--- src/design/acs_pkg.sv ---
// Package with constants and carrier types for the converter sequencer
package acs_pkg;
    localparam logic [2:0] ACS_PS_RESET = 3'h0;
    localparam logic [6:0] ACS_DIV_RESET = 7'h00;
    localparam logic [4:0] ACS_NORMAL_CYCLES = 5'h0D;
    localparam logic [4:0] ACS_FIRST_CYCLES = 5'h19;
    localparam logic [4:0] ACS_AUTO_CYCLES = 5'h0E;
    localparam logic [4:0] ACS_NORMAL_SAMPLE = 5'h01;
    localparam logic [4:0] ACS_FIRST_SAMPLE = 5'h0E;
    localparam logic [4:0] ACS_AUTO_SAMPLE = 5'h02;
    localparam logic [4:0] ACS_ONE = 5'h01;
    localparam logic [1:0] ACS_TRIG_SYNC = 2'h3;
    localparam logic [3:0] ACS_CH_RESET = 4'h0;
    localparam logic [2:0] ACS_REF_RESET = 3'h0;
    localparam logic [9:0] ACS_RESULT_RESET = 10'h000;

    typedef struct packed {
        logic [3:0] channel_select;
        logic [2:0] reference_select;
    } acs_sel_t;

    typedef enum logic [1:0] {
        ACS_IDLE = 2'b00,
        ACS_WAIT = 2'b01,
        ACS_CONV = 2'b10
    } acs_state_t;
endpackage

--- src/design/acs_prescaler.sv ---
// Prescaler producing a one-cycle converter clock rising-edge tick
`timescale 1ns/1ps
module acs_prescaler
    import acs_pkg::*;
(
    input wire logic sys_clk,
    input wire logic rstn,
    input wire logic hold,
    input wire logic [2:0] prescale_select,
    output logic tick
);
    logic [6:0] div_r;
    logic [6:0] mask;

    // Ratio 2..128: select 0 and 1 both divide by two
    always_comb begin
        mask = 7'h01;
        if (prescale_select > 3'h1) begin
            mask = 7'((8'h01 << prescale_select) - 8'h01);
        end
    end

    // Held in reset while hold is high
    always_ff @(posedge sys_clk) begin
        if (!rstn || hold) begin
            div_r <= ACS_DIV_RESET;
        end else begin
            div_r <= div_r + 7'h01;
        end
    end

    assign tick = !hold && ((div_r & mask) == mask);
endmodule // acs_prescaler

--- src/design/acs_sequencer.sv ---
// Conversion sequencer around a 10-bit successive approximation converter
`timescale 1ns/1ps
module acs_sequencer
    import acs_pkg::*;
(
    input wire logic sys_clk,
    input wire logic rstn,
    input wire logic converter_enable,
    input wire logic auto_trigger_enable,
    input wire logic free_running,
    input wire logic [2:0] prescale_select,
    input wire logic start_write,
    input wire logic done_flag_clear,
    input wire logic done_irq_enable,
    input wire logic trigger_in,
    input wire logic select_write,
    input wire acs_sel_t select_wdata,
    input wire logic cpu_halted,
    input wire logic sleep_noise_or_idle,
    input wire logic result_low_read,
    input wire logic result_high_read,
    input wire logic [9:0] sar_data,
    output logic conversion_start,
    output logic conversion_done_flag,
    output logic done_irq_request,
    output logic sample_hold,
    output logic converter_clk_tick,
    output acs_sel_t active_select,
    output acs_sel_t buffered_select,
    output logic [7:0] result_low_byte,
    output logic [1:0] result_high_byte,
    output logic busy
);
    acs_state_t state_r;
    acs_state_t state_nxt;
    logic [4:0] cnt_r;
    logic [4:0] len_r;
    logic [4:0] samp_r;
    logic first_r;
    logic start_r;
    logic flag_r;
    logic lock_r;
    logic trig_q1_r;
    logic trig_q2_r;
    logic trig_q3_r;
    logic sleep_arm_r;
    logic tick;
    logic trig_event;
    logic pre_hold;
    logic finish;
    logic begin_conv;
    logic sleep_go;
    logic auto_r;
    logic lock_res_r;

    //////////////////////////////////////////////////////////////////////////
    // Prescaler and trigger synchronisation

    // Two CPU cycles of trigger sync, the third stage drives edge detect
    always_ff @(posedge sys_clk) begin
        if (!rstn) begin
            trig_q1_r <= 1'b0;
            trig_q2_r <= 1'b0;
            trig_q3_r <= 1'b0;
        end else begin
            trig_q1_r <= trigger_in;
            trig_q2_r <= trig_q1_r;
            trig_q3_r <= trig_q2_r;
        end
    end

    // Rising edge only accepted when idle, so edges mid-conversion are dropped
    assign trig_event = converter_enable && auto_trigger_enable && !free_running && trig_q2_r && !trig_q3_r
        && (state_r == ACS_IDLE) && !start_r;
    // Clearing the divider on the accepted trigger fixes the trigger to start delay;
    // the cost is that the converter clock phase is lost at every trigger
    assign pre_hold = !converter_enable || trig_event;

    acs_prescaler u_pre (
        .sys_clk(sys_clk),
        .rstn(rstn),
        .hold(pre_hold),
        .prescale_select(prescale_select),
        .tick(tick)
    );

    //////////////////////////////////////////////////////////////////////////
    // Conversion state machine

    // Completion is the tick that closes the last converter clock of a conversion
    assign finish = (state_r == ACS_CONV) && tick && (cnt_r == len_r);
    // Sleep start only when idle, single mode and completion interrupt enabled
    assign sleep_go = converter_enable && sleep_noise_or_idle && cpu_halted && done_irq_enable
        && !auto_trigger_enable && (state_r == ACS_IDLE) && !start_r && !sleep_arm_r;
    // Conversion begins on the first converter clock edge after a start request
    assign begin_conv = (state_r == ACS_WAIT) && tick;

    // Next state; disabling the converter aborts any conversion at once
    always_comb begin
        state_nxt = state_r;
        case (state_r)
            ACS_IDLE: begin
                if (converter_enable && (start_write || trig_event || sleep_go)) begin
                    state_nxt = ACS_WAIT;
                end
            end
            ACS_WAIT: begin
                if (tick) begin
                    state_nxt = ACS_CONV;
                end
            end
            ACS_CONV: begin
                if (finish) begin
                    state_nxt = (free_running && start_r) ? ACS_CONV : ACS_IDLE;
                end
            end
            default: state_nxt = ACS_IDLE;
        endcase
        if (!converter_enable) begin
            state_nxt = ACS_IDLE;
        end
    end

    // State register
    always_ff @(posedge sys_clk) begin
        if (!rstn) begin
            state_r <= ACS_IDLE;
        end else begin
            state_r <= state_nxt;
        end
    end

    // Cycle counter and per-conversion length; count 1 is the first clock
    always_ff @(posedge sys_clk) begin
        if (!rstn) begin
            cnt_r <= 5'h00;
            len_r <= ACS_NORMAL_CYCLES;
            samp_r <= ACS_NORMAL_SAMPLE;
        end else if (begin_conv || (finish && state_nxt == ACS_CONV)) begin
            cnt_r <= ACS_ONE;
            if (first_r) begin
                len_r <= ACS_FIRST_CYCLES;
                samp_r <= ACS_FIRST_SAMPLE;
            end else if (auto_r) begin
                len_r <= ACS_AUTO_CYCLES;
                samp_r <= ACS_AUTO_SAMPLE;
            end else begin
                len_r <= ACS_NORMAL_CYCLES;
                samp_r <= ACS_NORMAL_SAMPLE;
            end
        end else if (state_r == ACS_CONV && tick) begin
            cnt_r <= cnt_r + ACS_ONE;
        end
    end

    // Marks a trigger-started conversion so it gets the auto length and sample point
    // Cleared at the start tick, so a free running restart falls back to normal length
    always_ff @(posedge sys_clk) begin
        if (!rstn || !converter_enable) begin
            auto_r <= 1'b0;
        end else if (trig_event) begin
            auto_r <= 1'b1;
        end else if (begin_conv) begin
            auto_r <= 1'b0;
        end
    end

    // First conversion marker rearms whenever the converter is disabled
    always_ff @(posedge sys_clk) begin
        if (!rstn || !converter_enable) begin
            first_r <= 1'b1;
        end else if (begin_conv) begin
            first_r <= 1'b0;
        end
    end

    // Start bit: set by write or any start source, cleared at single completion
    always_ff @(posedge sys_clk) begin
        if (!rstn || !converter_enable) begin
            start_r <= 1'b0;
        end else if (start_write || (state_r == ACS_IDLE && (trig_event || sleep_go))) begin
            start_r <= 1'b1;
        end else if (finish && !free_running) begin
            start_r <= 1'b0;
        end
    end

    // One sleep-started conversion per sleep period
    // The arm clears on wake, so the next sleep command may start another
    always_ff @(posedge sys_clk) begin
        if (!rstn || !cpu_halted) begin
            sleep_arm_r <= 1'b0;
        end else if (sleep_go) begin
            sleep_arm_r <= 1'b1;
        end
    end

    // Done flag; set wins over a clear in the same cycle
    always_ff @(posedge sys_clk) begin
        if (!rstn) begin
            flag_r <= 1'b0;
        end else if (finish) begin
            flag_r <= 1'b1;
        end else if (done_flag_clear) begin
            flag_r <= 1'b0;
        end
    end

    //////////////////////////////////////////////////////////////////////////
    // Channel and reference selection buffering

    always_ff @(posedge sys_clk) begin
        if (!rstn) begin
            buffered_select <= '{channel_select: ACS_CH_RESET, reference_select: ACS_REF_RESET};
        end else if (select_write) begin
            buffered_select <= select_wdata;
        end
    end

    // Lock from conversion start; unlock in last converter clock
    // A free running restart relocks at once, so a late reselect hits the result after next
    always_ff @(posedge sys_clk) begin
        if (!rstn || !converter_enable) begin
            lock_r <= 1'b0;
        end else if (begin_conv) begin
            lock_r <= 1'b1;
        end else if (state_r == ACS_CONV && tick && (cnt_r + ACS_ONE == len_r)) begin
            lock_r <= 1'b0;
        end else if (finish && state_nxt == ACS_CONV) begin
            lock_r <= 1'b1;
        end
    end

    // Selection takes effect only while enabled and unlocked
    always_ff @(posedge sys_clk) begin
        if (!rstn) begin
            active_select <= '{channel_select: ACS_CH_RESET, reference_select: ACS_REF_RESET};
        end else if (converter_enable && !lock_r && !begin_conv) begin
            active_select <= buffered_select;
        end
    end

    //////////////////////////////////////////////////////////////////////////
    // Results and outputs

    // Low byte read blocks updates until the high byte is read
    always_ff @(posedge sys_clk) begin
        if (!rstn) begin
            lock_res_r <= 1'b0;
        end else if (result_high_read) begin
            lock_res_r <= 1'b0;
        end else if (result_low_read) begin
            lock_res_r <= 1'b1;
        end
    end

    // A discarded result still sets the done flag; only the data registers hold
    always_ff @(posedge sys_clk) begin
        if (!rstn) begin
            result_low_byte <= ACS_RESULT_RESET[7:0];
            result_high_byte <= ACS_RESULT_RESET[9:8];
        end else if (finish && !lock_res_r) begin
            result_low_byte <= sar_data[7:0];
            result_high_byte <= sar_data[9:8];
        end
    end

    // Registered status and strobes; irq request pulses even if CPU woke early
    // One cycle of lag on each status and strobe output is traded for glitch-free pins
    always_ff @(posedge sys_clk) begin
        if (!rstn) begin
            conversion_start <= 1'b0;
            conversion_done_flag <= 1'b0;
            done_irq_request <= 1'b0;
            sample_hold <= 1'b0;
            converter_clk_tick <= 1'b0;
            busy <= 1'b0;
        end else begin
            conversion_start <= start_r;
            conversion_done_flag <= flag_r;
            done_irq_request <= finish && done_irq_enable;
            sample_hold <= (state_r == ACS_CONV) && tick && (cnt_r == samp_r);
            converter_clk_tick <= tick;
            busy <= (state_r != ACS_IDLE);
        end
    end

endmodule // acs_sequencer

--- config.mk ---
export PLATFORM = sky130hd
export DESIGN_NAME = acs_sequencer
export DESIGN_NICKNAME = d
export VERILOG_FILES = /design/src/design/acs_pkg.sv /design/src/design/acs_prescaler.sv /design/src/design/acs_sequencer.sv
export SDC_FILE = /design/constraint.sdc
export NUM_CORES = 1
export LEC_CHECK = 0
export ABC_AREA = 1
export BUFFER_PORTS_ARGS = -buffer_cell sky130_fd_sc_hd__buf_2
export CAP_MARGIN = 40
export CORE_AREA = 4 4 91 93
export DETAILED_ROUTE_END_ITERATION = 8
export DIE_AREA = 0 0 95 97
export HOLD_SLACK_MARGIN = 0.15
export PLACE_DENSITY_LB_ADDON = 0.3
export SLEW_MARGIN = 10
export SYNTH_ARGS = -nofsm -noshare
export SYNTH_HDL_FRONTEND = slang
export SYNTH_SLANG_ARGS = --single-unit
export TNS_END_PERCENT = 1
--- constraint.sdc ---
create_clock -name sys_clk -period 1.8 [get_ports sys_clk]
set_input_delay 0.54 -clock sys_clk [delete_from_list [all_inputs] [get_ports sys_clk]]
set_output_delay 0.54 -clock sys_clk [all_outputs]
set_load 0.03 [all_outputs]
# Word level (Yosys, flattened, before mapping)

Index checks and enable logic that the tools add are counted.

Latch bits: 0
Flip-flop bits (word level): 64
Bits in read-only memories: 0
Memories kept: 0
RAM bits: 0

Add/subtract/negate cells: 3
Eq/ne operators: 7
Multiply operators: 0
Divide/modulo/power cells: 0
Mux-type cells: 22
Bitwise logic cells: 2
Magnitude comparators: 1
Reduce and logical (&&, ||, !) cells: 58
Shifts and indexed selects: 1

Operators with widths:

| operator                                                       | number |
|---|---|
| logical AND 1 bit                                              | 28 |
| == test 5 bit                                                  | 3 |
| two-way mux 2 bit                                              | 7 |
| zero test 1 bit                                                | 12 |
| two-way mux 1 bit                                              | 11 |
| nonzero test 2 bit                                             | 5 |
| logical OR 1 bit                                               | 9 |
| adder 7 x 1 -> 7 bit (second input constant)                   | 1 |
| bitwise AND 7 bit                                              | 1 |
| == test 7 bit                                                  | 1 |
| two-way mux 7 bit                                              | 1 |
| left shift 1 x 3 -> 7 bit (first input constant)               | 1 |
| subtractor 7 x 1 -> 7 bit (second input constant)              | 1 |
| one-hot mux 2 bit (3 select lines)                             | 1 |
| adder 5 x 1 -> 5 bit (second input constant)                   | 1 |
| two-way mux 5 bit                                              | 1 |
| == test 2 bit (second input constant)                          | 2 |
| two-way mux 4 bit                                              | 1 |
| OR reduction 2 bit                                             | 2 |
| greater-than comparator 3 x 1 -> 1 bit (second input constant) | 1 |
| nonzero test 3 bit                                             | 1 |
| == test 2 x 1 -> 1 bit (second input constant)                 | 1 |
| zero test 2 bit                                                | 1 |
| NOT 1 bit                                                      | 1 |

# Depth between registers and ports, before layout

Gate-level depths: netlist of run 1.

Depth in word-level cells: 19
Gate-level depth with buffers: 14
Depth with buffers taken out: 14

# Modules after synthesis

Synthesis of run 1 repeated with hierarchy kept, for this count alone.

Cells, all modules: 341
Area, all modules: 2,566.2 um^2

By module, submodules not included:

| module        | cells an instance | times used | seq. area each (um^2) | area each (um^2) |
|---|---|---|---|---|
| acs_sequencer | 283               | 1          | 1,061.0               | 2,174.6 |
| acs_prescaler | 58                | 1          | 140.1                 | 391.6 |

# Least setup slack after synthesis of run 1

Ideal clock, no wire load.

Path type: input-to-reg
From: input free_running
To: register len_r[0]
Setup time: 0.114 ns
Required time: 1.686 ns
Data arrival time: 1.552 ns
Stages on the path: 10
Slack: 0.134 ns
Cells stage by stage: nor2_1 -> nand2_2 -> nor2_4 -> nor2_4 -> nand3_4 -> nor2_2 -> a41oi_4 -> nand2_4 -> nand2_1 -> nand2_1

Word-level cells in the longest chain between the ends: 17

Ends and longest elaborated chain:

| what                               | RTL line             | source |
|---|---|---|
| start: declaration                 | acs_sequencer.sv:10  | `input wire logic free_running,` |
| zero test 1 bit                    | acs_sequencer.sv:73  | `assign trig_event = converter_enable && auto_trigger_enable && !free_running && trig_q2_r && !trig_q3_r` |
| logical AND 1 bit (3 in series)    | acs_sequencer.sv:73  |  |
| logical AND 1 bit (2 in series)    | acs_sequencer.sv:74  | `&& (state_r == ACS_IDLE) && !start_r;` |
| logical OR 1 bit                   | acs_sequencer.sv:77  | `assign pre_hold = !converter_enable \|\| trig_event;` |
| zero test 1 bit                    | acs_prescaler.sv:32  | `assign tick = !hold && ((div_r & mask) == mask);` |
| logical AND 1 bit                  | acs_prescaler.sv:32  |  |
| logical AND 1 bit (2 in series)    | acs_sequencer.sv:91  | `assign finish = (state_r == ACS_CONV) && tick && (cnt_r == len_r);` |
| two-way mux 2 bit                  | acs_sequencer.sv:113 | `if (finish) begin` |
| one-hot mux 2 bit (3 select lines) | acs_sequencer.sv:101 | `case (state_r)` |
| two-way mux 2 bit                  | acs_sequencer.sv:119 | `if (!converter_enable) begin` |
| == test 2 bit                      | acs_sequencer.sv:139 | `end else if (begin_conv \|\| (finish && state_nxt == ACS_CONV)) begin` |
| logical AND 1 bit                  | acs_sequencer.sv:139 |  |
| logical OR 1 bit *                 | acs_sequencer.sv:139 |  |
| end signal: assignment             | acs_sequencer.sv:137 | `len_r <= ACS_NORMAL_CYCLES;` |
| end signal: assignment             | acs_sequencer.sv:142 | `len_r <= ACS_FIRST_CYCLES;` |
| end signal: assignment             | acs_sequencer.sv:145 | `len_r <= ACS_AUTO_CYCLES;` |
| end: declaration                   | acs_sequencer.sv:37  | `logic [4:0] len_r;` |

Mark *: on every way between the ends. The rest lies on a longest branch, timed or not.
A chain may end at the register's enable or synchronous reset.

# Final worst setup path of run 1

From: register state_r[0]
To: register cnt_r[2]

Word-level cells in the longest chain between the ends: 15

Ends and longest elaborated chain:

| what                                | RTL line                                                       | source |
|---|---|---|
| start: declaration                  | acs_sequencer.sv:34                                            | `acs_state_t state_r;` |
| start signal: assignment            | acs_sequencer.sv:129                                           | `state_r <= state_nxt;` |
| zero test 2 bit                     | acs_sequencer.sv:74, acs_sequencer.sv:94, acs_sequencer.sv:101 |  |
| logical AND 1 bit (2 in series)     | acs_sequencer.sv:74                                            |  |
| logical OR 1 bit                    | acs_sequencer.sv:77                                            |  |
| zero test 1 bit                     | acs_prescaler.sv:32                                            |  |
| logical AND 1 bit                   | acs_prescaler.sv:32                                            |  |
| logical AND 1 bit                   | acs_sequencer.sv:91, acs_sequencer.sv:151                      |  |
| logical AND 1 bit                   | acs_sequencer.sv:91                                            |  |
| two-way mux 2 bit                   | acs_sequencer.sv:113                                           |  |
| one-hot mux 2 bit (3 select lines)  | acs_sequencer.sv:101                                           |  |
| two-way mux 2 bit                   | acs_sequencer.sv:119                                           |  |
| == test 2 bit                       | acs_sequencer.sv:139                                           |  |
| logical AND 1 bit                   | acs_sequencer.sv:139                                           |  |
| logical OR 1 bit                    | acs_sequencer.sv:139                                           |  |
| OR reduction 2 bit (no source line) | --                                                             |  |
| end signal: assignment              | acs_sequencer.sv:152                                           | `cnt_r <= cnt_r + ACS_ONE;` |
| end: declaration                    | acs_sequencer.sv:36                                            | `logic [4:0] cnt_r;` |

Parallel ways exist; a longest one is shown, timed or not.

==> metrics.md, run 1 <==
| Metric | Value |
|---|---|
| Initial DRC Count | ~60 |
| Final Hold Vio Count | 0 |
| Post-Syn Nets | 369 |
| Synth unique cells | 33 |
| Max Cap Viol | 0 |
| DRC Markers | 0 |
| Vias per cell | 4.32 |
| Setup tns final | 0 ns |
| Vias | 2300 |
| Cts repair resizes | 0 |
| Initial Util | 33.6% |
| H-tree levels | 3 |
| # rows | 32 |
| Die Span Y | 97 µm |
| Nets | 461 |
| CP startpoint kind | register |
| Post-synth top area cell | dfxtp_1 |
| Dpl cell area | 3130 µm² |
| Inserted Clock Buffers | 9 |
| Crit-path max FO | 6 |
| Status | finished clean |
| Post-cts hold buffer count | 0 |
| Slew HR | 79.5% |
| Die W | between 90 and 100 µm |
| Seq/Total Area, Yosys | between 40 and 50% |
| Post-CTS setup buffer count | 0 |
| CP Class | reg -> reg |
| Gate Count Post-Synth | 333 |
| I/O Buffers | 63 |
| Crit. End Element | register |
| N_diodes | 0 |
| Max Root-Sink Buffers | 2 |
| Drt first pass iters | 4 |
| CTS sink cnt | 60 |
| Layout cell share with drive strength beyond 1 | 30.7% |
| Worst VDD drop | 0.000422 V |
| IO Pins | 64 |
| Vias in the first global route | 2272 |
| Post-synth EDFFs | 0 |
| Largest net degree at the start of global routing | 31 |
| Hpwl dp | 4390 µm |
| LEAKAGE | between 0.0015 and 0.002 µW |
| TritonCTS clock tree | built |
| Design area | about 3400 µm² |
| WP data arrival | 1.89 ns |
| Reg clk slew, reported paths | roughly 0.07 ns |
| Post-synth top cells | nor2_1 (75), dfxtp_1 (60), nand2_1 (58) |
| Routability cong. | just under 0.8 |
| Core area | 7530 µm² |
| Remaining antenna violation count | 0 |
| Overflow after GRT | 0 |
| Avg Cell Area, Syn | 7.60 µm² |
| Synthesized flop and latch total | 60 |
| Post-DR wirelength/cell | 10.9 µm |
| RSZ-0062 raised after global routing | false |
| Area Overhead vs Synth | 32.9% |
| Layout Skew | 0.00705 ns |
| First-pass GRT wire length | 10200 µm |
| Slew Limit Fails | 0 |
| Routed WL | about 5800 µm |
| Area share of the largest cell type after synthesis | 47.5% |
| Tot GR Track Use | 14.0% |
| Ys flop type | dfxtp_1 |
| Fmax | 619 MHz |
| Most frequent cell after synthesis | nor2_1 |
| Ys async rst share | 0% |
| Die area | 9220 µm² |
| P per Cell Area | between 800 and 900 nW/µm² |
| Tmin final | between 1.5 and 2 ns |
| Final setup vio count | 0 |
| Crit share post-route | approximately nine tenths |
| Worst Tran Pin Value | 0.306 ns |
| Top cells by area, synth | dfxtp_1 (47%), nor2_1 (11%), nand2_1 (8.6%) |
| CP required | approximately 2.1 ns |
| Root Buffer | clkbuf_8 |
| Antenna violations before repair | 0 |
| Min-delay worst type | in -> reg |
| Clk_lat worst skew | 0.34 ns |
| Yosys warnings | 0 |
| Mapped cell area | between 2000 and 3000 µm² |
-- where the power goes --
part	switching [µW]	internal, µW
Sequential	19.1	1360
Combinational	144	84.8
Clock	532	788
-- logic make-up after synthesis --
group | Yosys count | synth area share [%]
fa+ha+maj | 2 | 0.989
xor+xnor | 11 | 3.81
flops | 60 | 47.5
buf+inv | 48 | 7.67
simple gates | 168 | 29.5
compound gates | 44 | 10.6
-- state kept, by name, summed over array words and instances (netlist names), 2 cells and up --
signal and count:
buffered_select 7, cnt_r 5, samp_r 3, active_select 7, result_high_byte 2, result_low_byte 8
u_pre.div_r 7, state_r 2, len_r 3
-- cells in the final DEF, fill, tap and decap left out, drive strengths merged, types with 2 or more instances in the layout --
master	n
a21oi	8
buf	87
clkbuf	13
dfxtp	60
ha	2
inv	42
nand2	62
nand3	15
nor2	82
nor3	6
o21a	2
o21ai	29
or2	2
xnor2	8
xor2	3
-- layout make-up --
type,count,area [µm²]
Multi-Input combinational cell,225,1140
Clock inverter,3,42.5
Tap cell,102,128
Inverter,42,158
Fill cell,822,4170
Sequential cell,60,1210
Timing Repair Buffer,87,508
Clock buffer,13,179
-- path summary, 6_finish.rpt --
| kind | end | cells after the start | slack, ns | startpoint |
|---|---|---|---|---|
| worst max-delay path | cnt_r[2] | 10 | 0.18 | state_r[0] |
| worst min-delay path | lock_res_r | 2 | 0.36 | result_high_read |
| worst max register to register | cnt_r[2] | 10 | 0.18 | state_r[0] |
| worst min register to register | trig_q2_r | 2 | 0.42 | trig_q1_r |
-- worst max-delay path: stages, from the launching register on --
cell	delay, ns
dfxtp_1	0.42
nor2_4	0.08
nand2_2	0.08
nor2_4	0.05
nor2_4	0.10
nand3_4	0.10
nor2_4	0.21
buf_4	0.16
inv_2	0.05
or2_0	0.19
a21oi_1	0.13
-- per-layer routing --
| layer | part of all wire [%] | vias to the layer above | track usage (%) |
|---|---|---|---|
| li1 | - | 1226 | - |
| met1 | 47 | 1012 | 17.9 |
| met2 | 44 | 51 | 20.8 |
| met3 | 6.7 | 11 | 4.90 |
| met4 | 2.4 | 0 | 6.77 |
| met5 | 0 | - | 0 |
-- per-stage QoR --
stage	worst slack [ns]	hold slack [ns]	cells	util (%)	power (µW)
finish	0.184	0.358	532	44.7	2930
detailed placement	-0.124	0.404	516	41.6	1640
global route	0.00447	0.359	532	44.7	3070
global placement	-0.115	0.400	516	41.6	1640
CTS	0.127	0.341	532	44.5	2970
floorplan	0.134	0.390	333	-	1540
Power figures use the tool's default switching activity.
==> run 2, diff against run 1 <==
--- a/config.mk
+++ b/config.mk
@@ -13,7 +13,6 @@
 export DIE_AREA = 0 0 95 97
 export HOLD_SLACK_MARGIN = 0.15
 export PLACE_DENSITY_LB_ADDON = 0.3
-export SLEW_MARGIN = 10
 export SYNTH_ARGS = -nofsm -noshare
 export SYNTH_HDL_FRONTEND = slang
 export SYNTH_SLANG_ARGS = --single-unit
==> constraint.sdc (replaced) <==
create_clock -name sys_clk -period 1.8 [get_ports sys_clk]
set_input_delay 0.36 -clock sys_clk [delete_from_list [all_inputs] [get_ports sys_clk]]
set_output_delay 0.36 -clock sys_clk [all_outputs]
set_load 0.03 [all_outputs]
==> metrics.md, run 2 (synthesis gave the netlist of run 1 again) <==
| Metric | Value |
|---|---|
| Status | finished clean |
| Die W | 95 µm (unchanged) |
| Most common cell after layout, fill and taps aside | nor2_1 |
| Slew HR | 75.8% (-3.6 points) |
| Most frequent cells in the layout | nor2_1 (74), buf_2 (63), nand2_1 (58) |
| TritonCTS clock tree | built |
| N_diodes | 0 (unchanged) |
| Antenna violations before repair | 0 (unchanged) |
| CTS sink cnt | 60 (unchanged) |
| Initial Util | 33.6% (unchanged) |
| CP startpoint kind | register |
| Crit share post-route | 91.4% (+1.6 points) |
| Largest net degree at the start of global routing | 19 (-39%) |
| IO Pins | 64 (unchanged) |
| Slowest CP cell | dfxtp_1 |
| Most flop-heavy register | result_low_byte |
| Remaining antenna violation count | 0 (unchanged) |
| P per Cell Area | 821 nW/µm² (-5.7%) |
| Crit-path max FO | 6 (unchanged) |
| Worst VDD drop | 0.000468 V (+11%) |
| Initial DRC Count | 109 (+85%) |
| I/O Buffers | 63 (unchanged) |
| Layout Skew | 0.00736 ns (+0.000304 ns) |
| Crit. path cell count | 10 (unchanged) |
| LEAKAGE | 0.00162 µW (-4.7%) |
| Routed WL | 5710 µm (-1.8%) |
| Reg2reg path depth | 10 (unchanged) |
| Min-delay worst type | in -> reg |
| Clock share of power | 39.7% (-5.4 points) |
| Setup tns final | 0 ns (unchanged) |
| WP data arrival | 1.86 ns (-0.03 ns) |
| Inserted Clock Buffers | 9 (unchanged) |
| Area Overhead vs Synth | 28.1% |
| Die Span Y | 97 µm (unchanged) |
| Critical Path, Cell by Cell | nor2_4 > nand2_2 > nor2_4 > nor2_4 > nand3_4 > nor2_4 > buf_12 > nand2_1 > o31ai_1 > a21oi_1 |
| FF-to-FF End | lock_r |
| Vias in the first global route | 2142 (-5.7%) |
| Final setup vio count | 0 (unchanged) |
| Worst path max stage delay | 0.42 ns (about the same) |
| First-pass GRT wire length | 9820 µm (-3.5%) |
| Reg2Reg Setup Slack | 0.15 ns (-0.03 ns) |
| Largest register FFs | 8 (unchanged) |
| Tmin final | 1.65 ns (+0.0293 ns) |
| # rows | 32 (unchanged) |
| Root Buffer | clkbuf_8 |
| Sw power | 688 µW (-0.96%) |
| CP required | 2.01 ns (-0.07 ns) |
| H-tree levels | 3 (unchanged) |
| Worst min-delay path startpoint | result_high_read |
| Crit path from | state_r[0] |
| Worst R2R Start | state_r[0] |
| Vias per cell | 4.34 (+0.29%) |
| Final Hold Vio Count | 0 (unchanged) |
| CP endpoint | lock_r |
| CP delay by family, top | simple AND/OR/NAND/NOR gates |
| Routability cong. | 0.889 (+14%) |
| DRC Markers | 0 (unchanged) |
| Slew Limit Fails | 0 (unchanged) |
| Drt first pass iters | 4 (unchanged) |
| Reg clk slew, reported paths | 0.07 ns (about the same) |
| Vias | 2259 (-1.8%) |
| Post-DR wirelength/cell | 11.0 µm (+0.27%) |
| Tot GR Track Use | 13.4% (-0.59 points) |
| Combinational share of power | 8.4% (+0.6 points) |
| CP Class | reg -> reg |
| Overflow after GRT | 0 (unchanged) |
| Max Root-Sink Buffers | 2 (unchanged) |
| Crit. End Element | register |
| Internal | 1970 µW (-12%) |
| Hpwl dp | 4460 µm (+1.5%) |
| Nets | 450 (-2.4%) |
| Die area | 9220 µm² (unchanged) |
| Seq pwr share | 51.8% (+4.7 points) |
| RSZ-0062 raised after global routing | false |
| Sw Ratio | 25.8% (+2.1 points) |
| Buf+Inv Stages, Crit Path | 1 (-1) |
| Worst Tran Pin Value | 0.361 ns (+0.0556 ns) |
| Fmax | 608 MHz (-1.8%) |
| Most used cell along the critical path | nor2_4 |
| Core area | 7530 µm² (unchanged) |
| Clk_lat worst skew | 0.33 ns (about the same) |
| Max Cap Viol | 0 (unchanged) |
| Placed Cells | 505 (-2.1%) |
| Layout cell share with drive strength beyond 1 | 27.9% (-2.8 points) |
| Post-route insts no fill | 521 (-2.1%) |
==> run 2: worst min path at each step <==
stage                 end  depth (start not counted)
6_report       lock_res_r                          2
5_1_grt        lock_res_r                          2
4_1_cts        lock_res_r                          2
3_5_place_dp    trig_q2_r                          2
3_3_place_gp    trig_q2_r                          2
2_1_floorplan   trig_q2_r                          2
==> run 2: area by class of cell <==
| type | instances | area [µm²] |
|---|---|---|
| Fill cell | 798 | 4290 |
| Inverter | 42 | 158 |
| Sequential cell | 60 | 1200 |
| Tap cell | 102 | 128 |
| Clock buffer | 12 | 145 |
| Timing Repair Buffer | 76 | 425 |
| Clock inverter | 4 | 25.0 |
| Multi-Input combinational cell | 225 | 1150 |
==> run 2: metrics by stage <==
step | hold slack (ns) | cell area (µm²) | setup WS (ns) | total power, µW | util, %
after floorplan | 0.390 | 2530 | 0.290 | 1540 | -
after global placement | 0.406 | 3050 | 0.0579 | 1630 | 40.5
after detailed placement | 0.420 | 3050 | 0.0204 | 1640 | 40.5
after CTS | 0.176 | 3220 | 0.104 | 2710 | 42.7
after global routing | 0.192 | 3240 | 0.00857 | 2800 | 43.1
final | 0.189 | 3240 | 0.154 | 2660 | 43.1
==> run 2: worst register-to-register path: stages, from the launching register on <==
cell and delay, ns:
dfxtp_1 0.42, nor2_4 0.07, nand2_2 0.08, nor2_4 0.05
nor2_4 0.10, nand3_4 0.11, nor2_4 0.18, buf_12 0.14
nand2_1 0.07, o31ai_1 0.24, a21oi_1 0.07
==> run 2: power groups by stage <==
stage          combinational [µW]  sequential (µW)  clock (µW)
6_report                      224             1380        1060
5_1_grt                       250             1380        1160
3_3_place_gp                  224             1410           0
4_1_cts                       227             1380        1100
2_1_floorplan                89.5             1450           0
3_5_place_dp                  225             1410           0
==> run 2: layer usage <==
layer	vias up	wire length (µm)	global-route usage, %
met3	10	311	4.04
li1	1209	-	-
met1	991	2710	17.3
met5	-	0	0
met2	49	2580	20.4
met4	0	108	6.10
==> run 2: what timing repair did <==
action | CTS | global route
resized for setup | 0 | 7
hold buffers | 0 | 0
endpoints found under the setup margin | 0 | 20
setup buffers | 0 | 0
==> run 3, diff against run 2 <==
--- a/config.mk
+++ b/config.mk
@@ -5,14 +5,14 @@
 export SDC_FILE = /design/constraint.sdc
 export NUM_CORES = 1
 export LEC_CHECK = 0
-export ABC_AREA = 1
 export BUFFER_PORTS_ARGS = -buffer_cell sky130_fd_sc_hd__buf_2
 export CAP_MARGIN = 40
-export CORE_AREA = 4 4 91 93
+export CORE_AREA = 4 4 94 96
 export DETAILED_ROUTE_END_ITERATION = 8
-export DIE_AREA = 0 0 95 97
+export DIE_AREA = 0 0 98 100
 export HOLD_SLACK_MARGIN = 0.15
-export PLACE_DENSITY_LB_ADDON = 0.3
+export MAX_ROUTING_LAYER = met4
+export PLACE_DENSITY = 0.65
 export SYNTH_ARGS = -nofsm -noshare
 export SYNTH_HDL_FRONTEND = slang
 export SYNTH_SLANG_ARGS = --single-unit
==> metrics.md, run 3 <==
| Metric | Value |
|---|---|
| Status | finished clean |
| Initial Util | 34.2% (+0.56 points) |
| Vias | 2371 (+5.0%) |
| Dpl cell area | 3300 µm² (+8.5%) |
| Most common cell after layout, fill and taps aside | buf_2 |
| Final setup vio count | 0 (unchanged) |
| Drt first pass iters | 5 (+1) |
| Largest register FFs | 8 (unchanged) |
| Avg Cell Area, Syn | 9.42 µm² (+24%) |
| Max Cap Viol | 0 (unchanged) |
| Layout Skew | 0.00867 ns (+0.00131 ns) |
| Inserted Clock Buffers | 9 (unchanged) |
| Nets | 412 (-8.4%) |
| Filler instances | 795 (-0.38%) |
| Vias per cell | 4.88 (+13%) |
| I/O Buffers | 63 (unchanged) |
| Crit. End Element | register |
| P per Cell Area | 836 nW/µm² (+1.8%) |
| CP required | 2.02 ns (about the same) |
| Min-delay worst type | in -> reg |
| Mapped cell area | 2750 µm² (+8.8%) |
| First-pass GRT wire length | 10800 µm (+10%) |
| Crit-path max FO | 7 (+1) |
| Final setup slack of the worst path | 0.116 ns (-0.0387 ns) |
| Overflow after GRT | 0 (unchanged) |
| Fmax | 594 MHz (-2.3%) |
| Routed WL | 6510 µm (+14%) |
| Antenna violations before repair | 0 (unchanged) |
| Ys flop type | dfxtp_1 |
| Remaining antenna violation count | 0 (unchanged) |
| Area share of the largest cell type after synthesis | 43.7% (-3.8 points) |
| Setup tns final | 0 ns (unchanged) |
| Tot GR Track Use | 14.1% (+0.71 points) |
| Crit share post-route | 93.6% (+2.1 points) |
| LEAKAGE | 0.00150 µW (-7.9%) |
| Die Span Y | 100 µm (+3.1%) |
| CP startpoint kind | register |
| Gate Count Post-Synth | 292 (-12%) |
| Top cells by area, synth | dfxtp_1 (44%), mux2i_1 (5.1%), nand2_1 (3.7%) |
| Post-synth top cells | dfxtp_1 (60), nand2_1 (27), nor2_1 (24) |
| Post-synth top area cell | dfxtp_1 |
| Tmin final | 1.68 ns (+0.0387 ns) |
| Max Root-Sink Buffers | 2 (unchanged) |
| Root Buffer | clkbuf_8 |
| Core area | 8050 µm² (+7.0%) |
| Post-synth EDFFs | 0 (unchanged) |
| Seq/Total Area, Yosys | 43.7% (-3.8 points) |
| Most frequent cell after synthesis | dfxtp_1 |
| Design area | 3540 µm² (+9.1%) |
| WP data arrival | 1.91 ns (+0.05 ns) |
| Largest net degree at the start of global routing | 24 (+5) |
| Worst Tran Pin Value | 0.450 ns (+0.0886 ns) |
| Initial DRC Count | 131 (+20%) |
| Most flop-heavy register | result_low_byte |
| Post-Syn Nets | 328 (-11%) |
| # rows | 33 (+3.1%) |
| Clk_lat worst skew | 0.33 ns (about the same) |
| Ys async rst share | 0% (unchanged) |
| Multi-input gate area | 1410 µm² (+22%) |
| Most frequent cells in the layout | buf_2 (63), dfxtp_1 (60), nand2_1 (27) |
| FF+latch area | 1200 µm² (-0.31%) |
| H-tree levels | 3 (unchanged) |
| Worst VDD drop | 0.000420 V (-10%) |
| Hold slack | 0.193 ns (+0.00416 ns) |
| Synth unique cells | 58 (+76%) |
| Post-CTS setup buffer count | 0 (unchanged) |
| RSZ-0062 raised after global routing | false |
| Reg clk slew, reported paths | 0.07 ns (about the same) |
| CP Class | reg -> reg |
| DRC Markers | 0 (unchanged) |
| Slew HR | 69.9% (-6.0 points) |
| IO Pins | 64 (unchanged) |
| Hpwl dp | 4930 µm (+11%) |
| Area Overhead vs Synth | 28.5% |
| CTS sink cnt | 60 (unchanged) |
| Die area | 9800 µm² (+6.3%) |
| Post-DR wirelength/cell | 13.4 µm (+22%) |
| Layout cell share with drive strength beyond 1 | 34.9% (+7.0 points) |
| Yosys warnings | 0 (unchanged) |
| Synthesized flop and latch total | 60 (unchanged) |
| Vias in the first global route | 2349 (+9.7%) |
| Slew Limit Fails | 0 (unchanged) |
| N_diodes | 0 (unchanged) |
| TritonCTS clock tree | built |
| Die W | 98 µm (+3.2%) |
| Utilization after layout | 43.9% (+0.86 points) |
| Worst slack, placed | -0.0643 ns (-0.0846 ns) |
| Final Hold Vio Count | 0 (unchanged) |
| Routability cong. | 0.864 (-2.8%) |
[run 3: critical path, cell delays in order, from the launching register on]
cell	delay (ns)
dfxtp_1	0.40
xnor2_1	0.17
and4_2	0.36
a31oi_4	0.17
nand2b_4	0.24
a31o_1	0.22
[run 3: layer usage]
layer | share of wire (%) | global-route usage (%) | wire (µm)
met3 | 6.4 | 4.45 | 415
met1 | 43 | 16.3 | 2780
met4 | 2.3 | 6.39 | 149
met5 | 0 | - | 0
met2 | 49 | 22.7 | 3170
[run 3: path summary, 6_finish.rpt]
check | start | end | slack, ns | cells past startpoint
hold reg to reg | trig_q1_r | trig_q2_r | 0.44 | 1
setup reg to reg | samp_r[2] | len_r[1] | 0.12 | 5
setup / recovery | samp_r[2] | len_r[1] | 0.12 | 5
hold / removal | result_high_read | lock_res_r | 0.19 | 2
[run 3: cells by family after synthesis]
family / after synthesis / share of synthesized area [%]
adder cells (fa/ha/maj): 2 / 0.909
AO/OA/AOI/OAI: 60 / 16.0
multiplexers: 14 / 5.09
XOR/XNOR: 13 / 4.41
buffers and inverters: 25 / 5.50
flip-flops: 60 / 43.7
AND/OR/NAND/NOR: 118 / 24.5
[run 3: what timing repair did]
item / CTS / global route
setup endpoints to repair: 9 / 4
hold buffers: 0 / 0
gates cloned: 0 / 0
resized for setup: 2 / 1
[run 3: metrics by stage]
step                      instances  power [µW]
final                           486        2960
after global routing            486        3070
after CTS                       486        2990
after detailed placement        470        1640
after global placement          470        1640
after floorplan                 292        1540
[run 3: area by class of cell]
cell class | count | area share (%)
flip-flops and latches | 60 | 34.0
multi-input cells | 207 | 40.0
clock buffers | 12 | 4.10
inverters | 8 | 0.849
well taps | 105 | 3.72
clock inverters | 4 | 2.05
repair buffers | 90 | 15.4
[run 3: where the power goes]
| group | total (µW) | internal, µW | leakage [µW] | switching, µW |
|---|---|---|---|---|
| Sequential | 1370 | 1350 | 0.000487 | 16.0 |
| Clock | 1350 | 816 | 0.000107 | 531 |
| Combinational | 241 | 106 | 0.000904 | 135 |
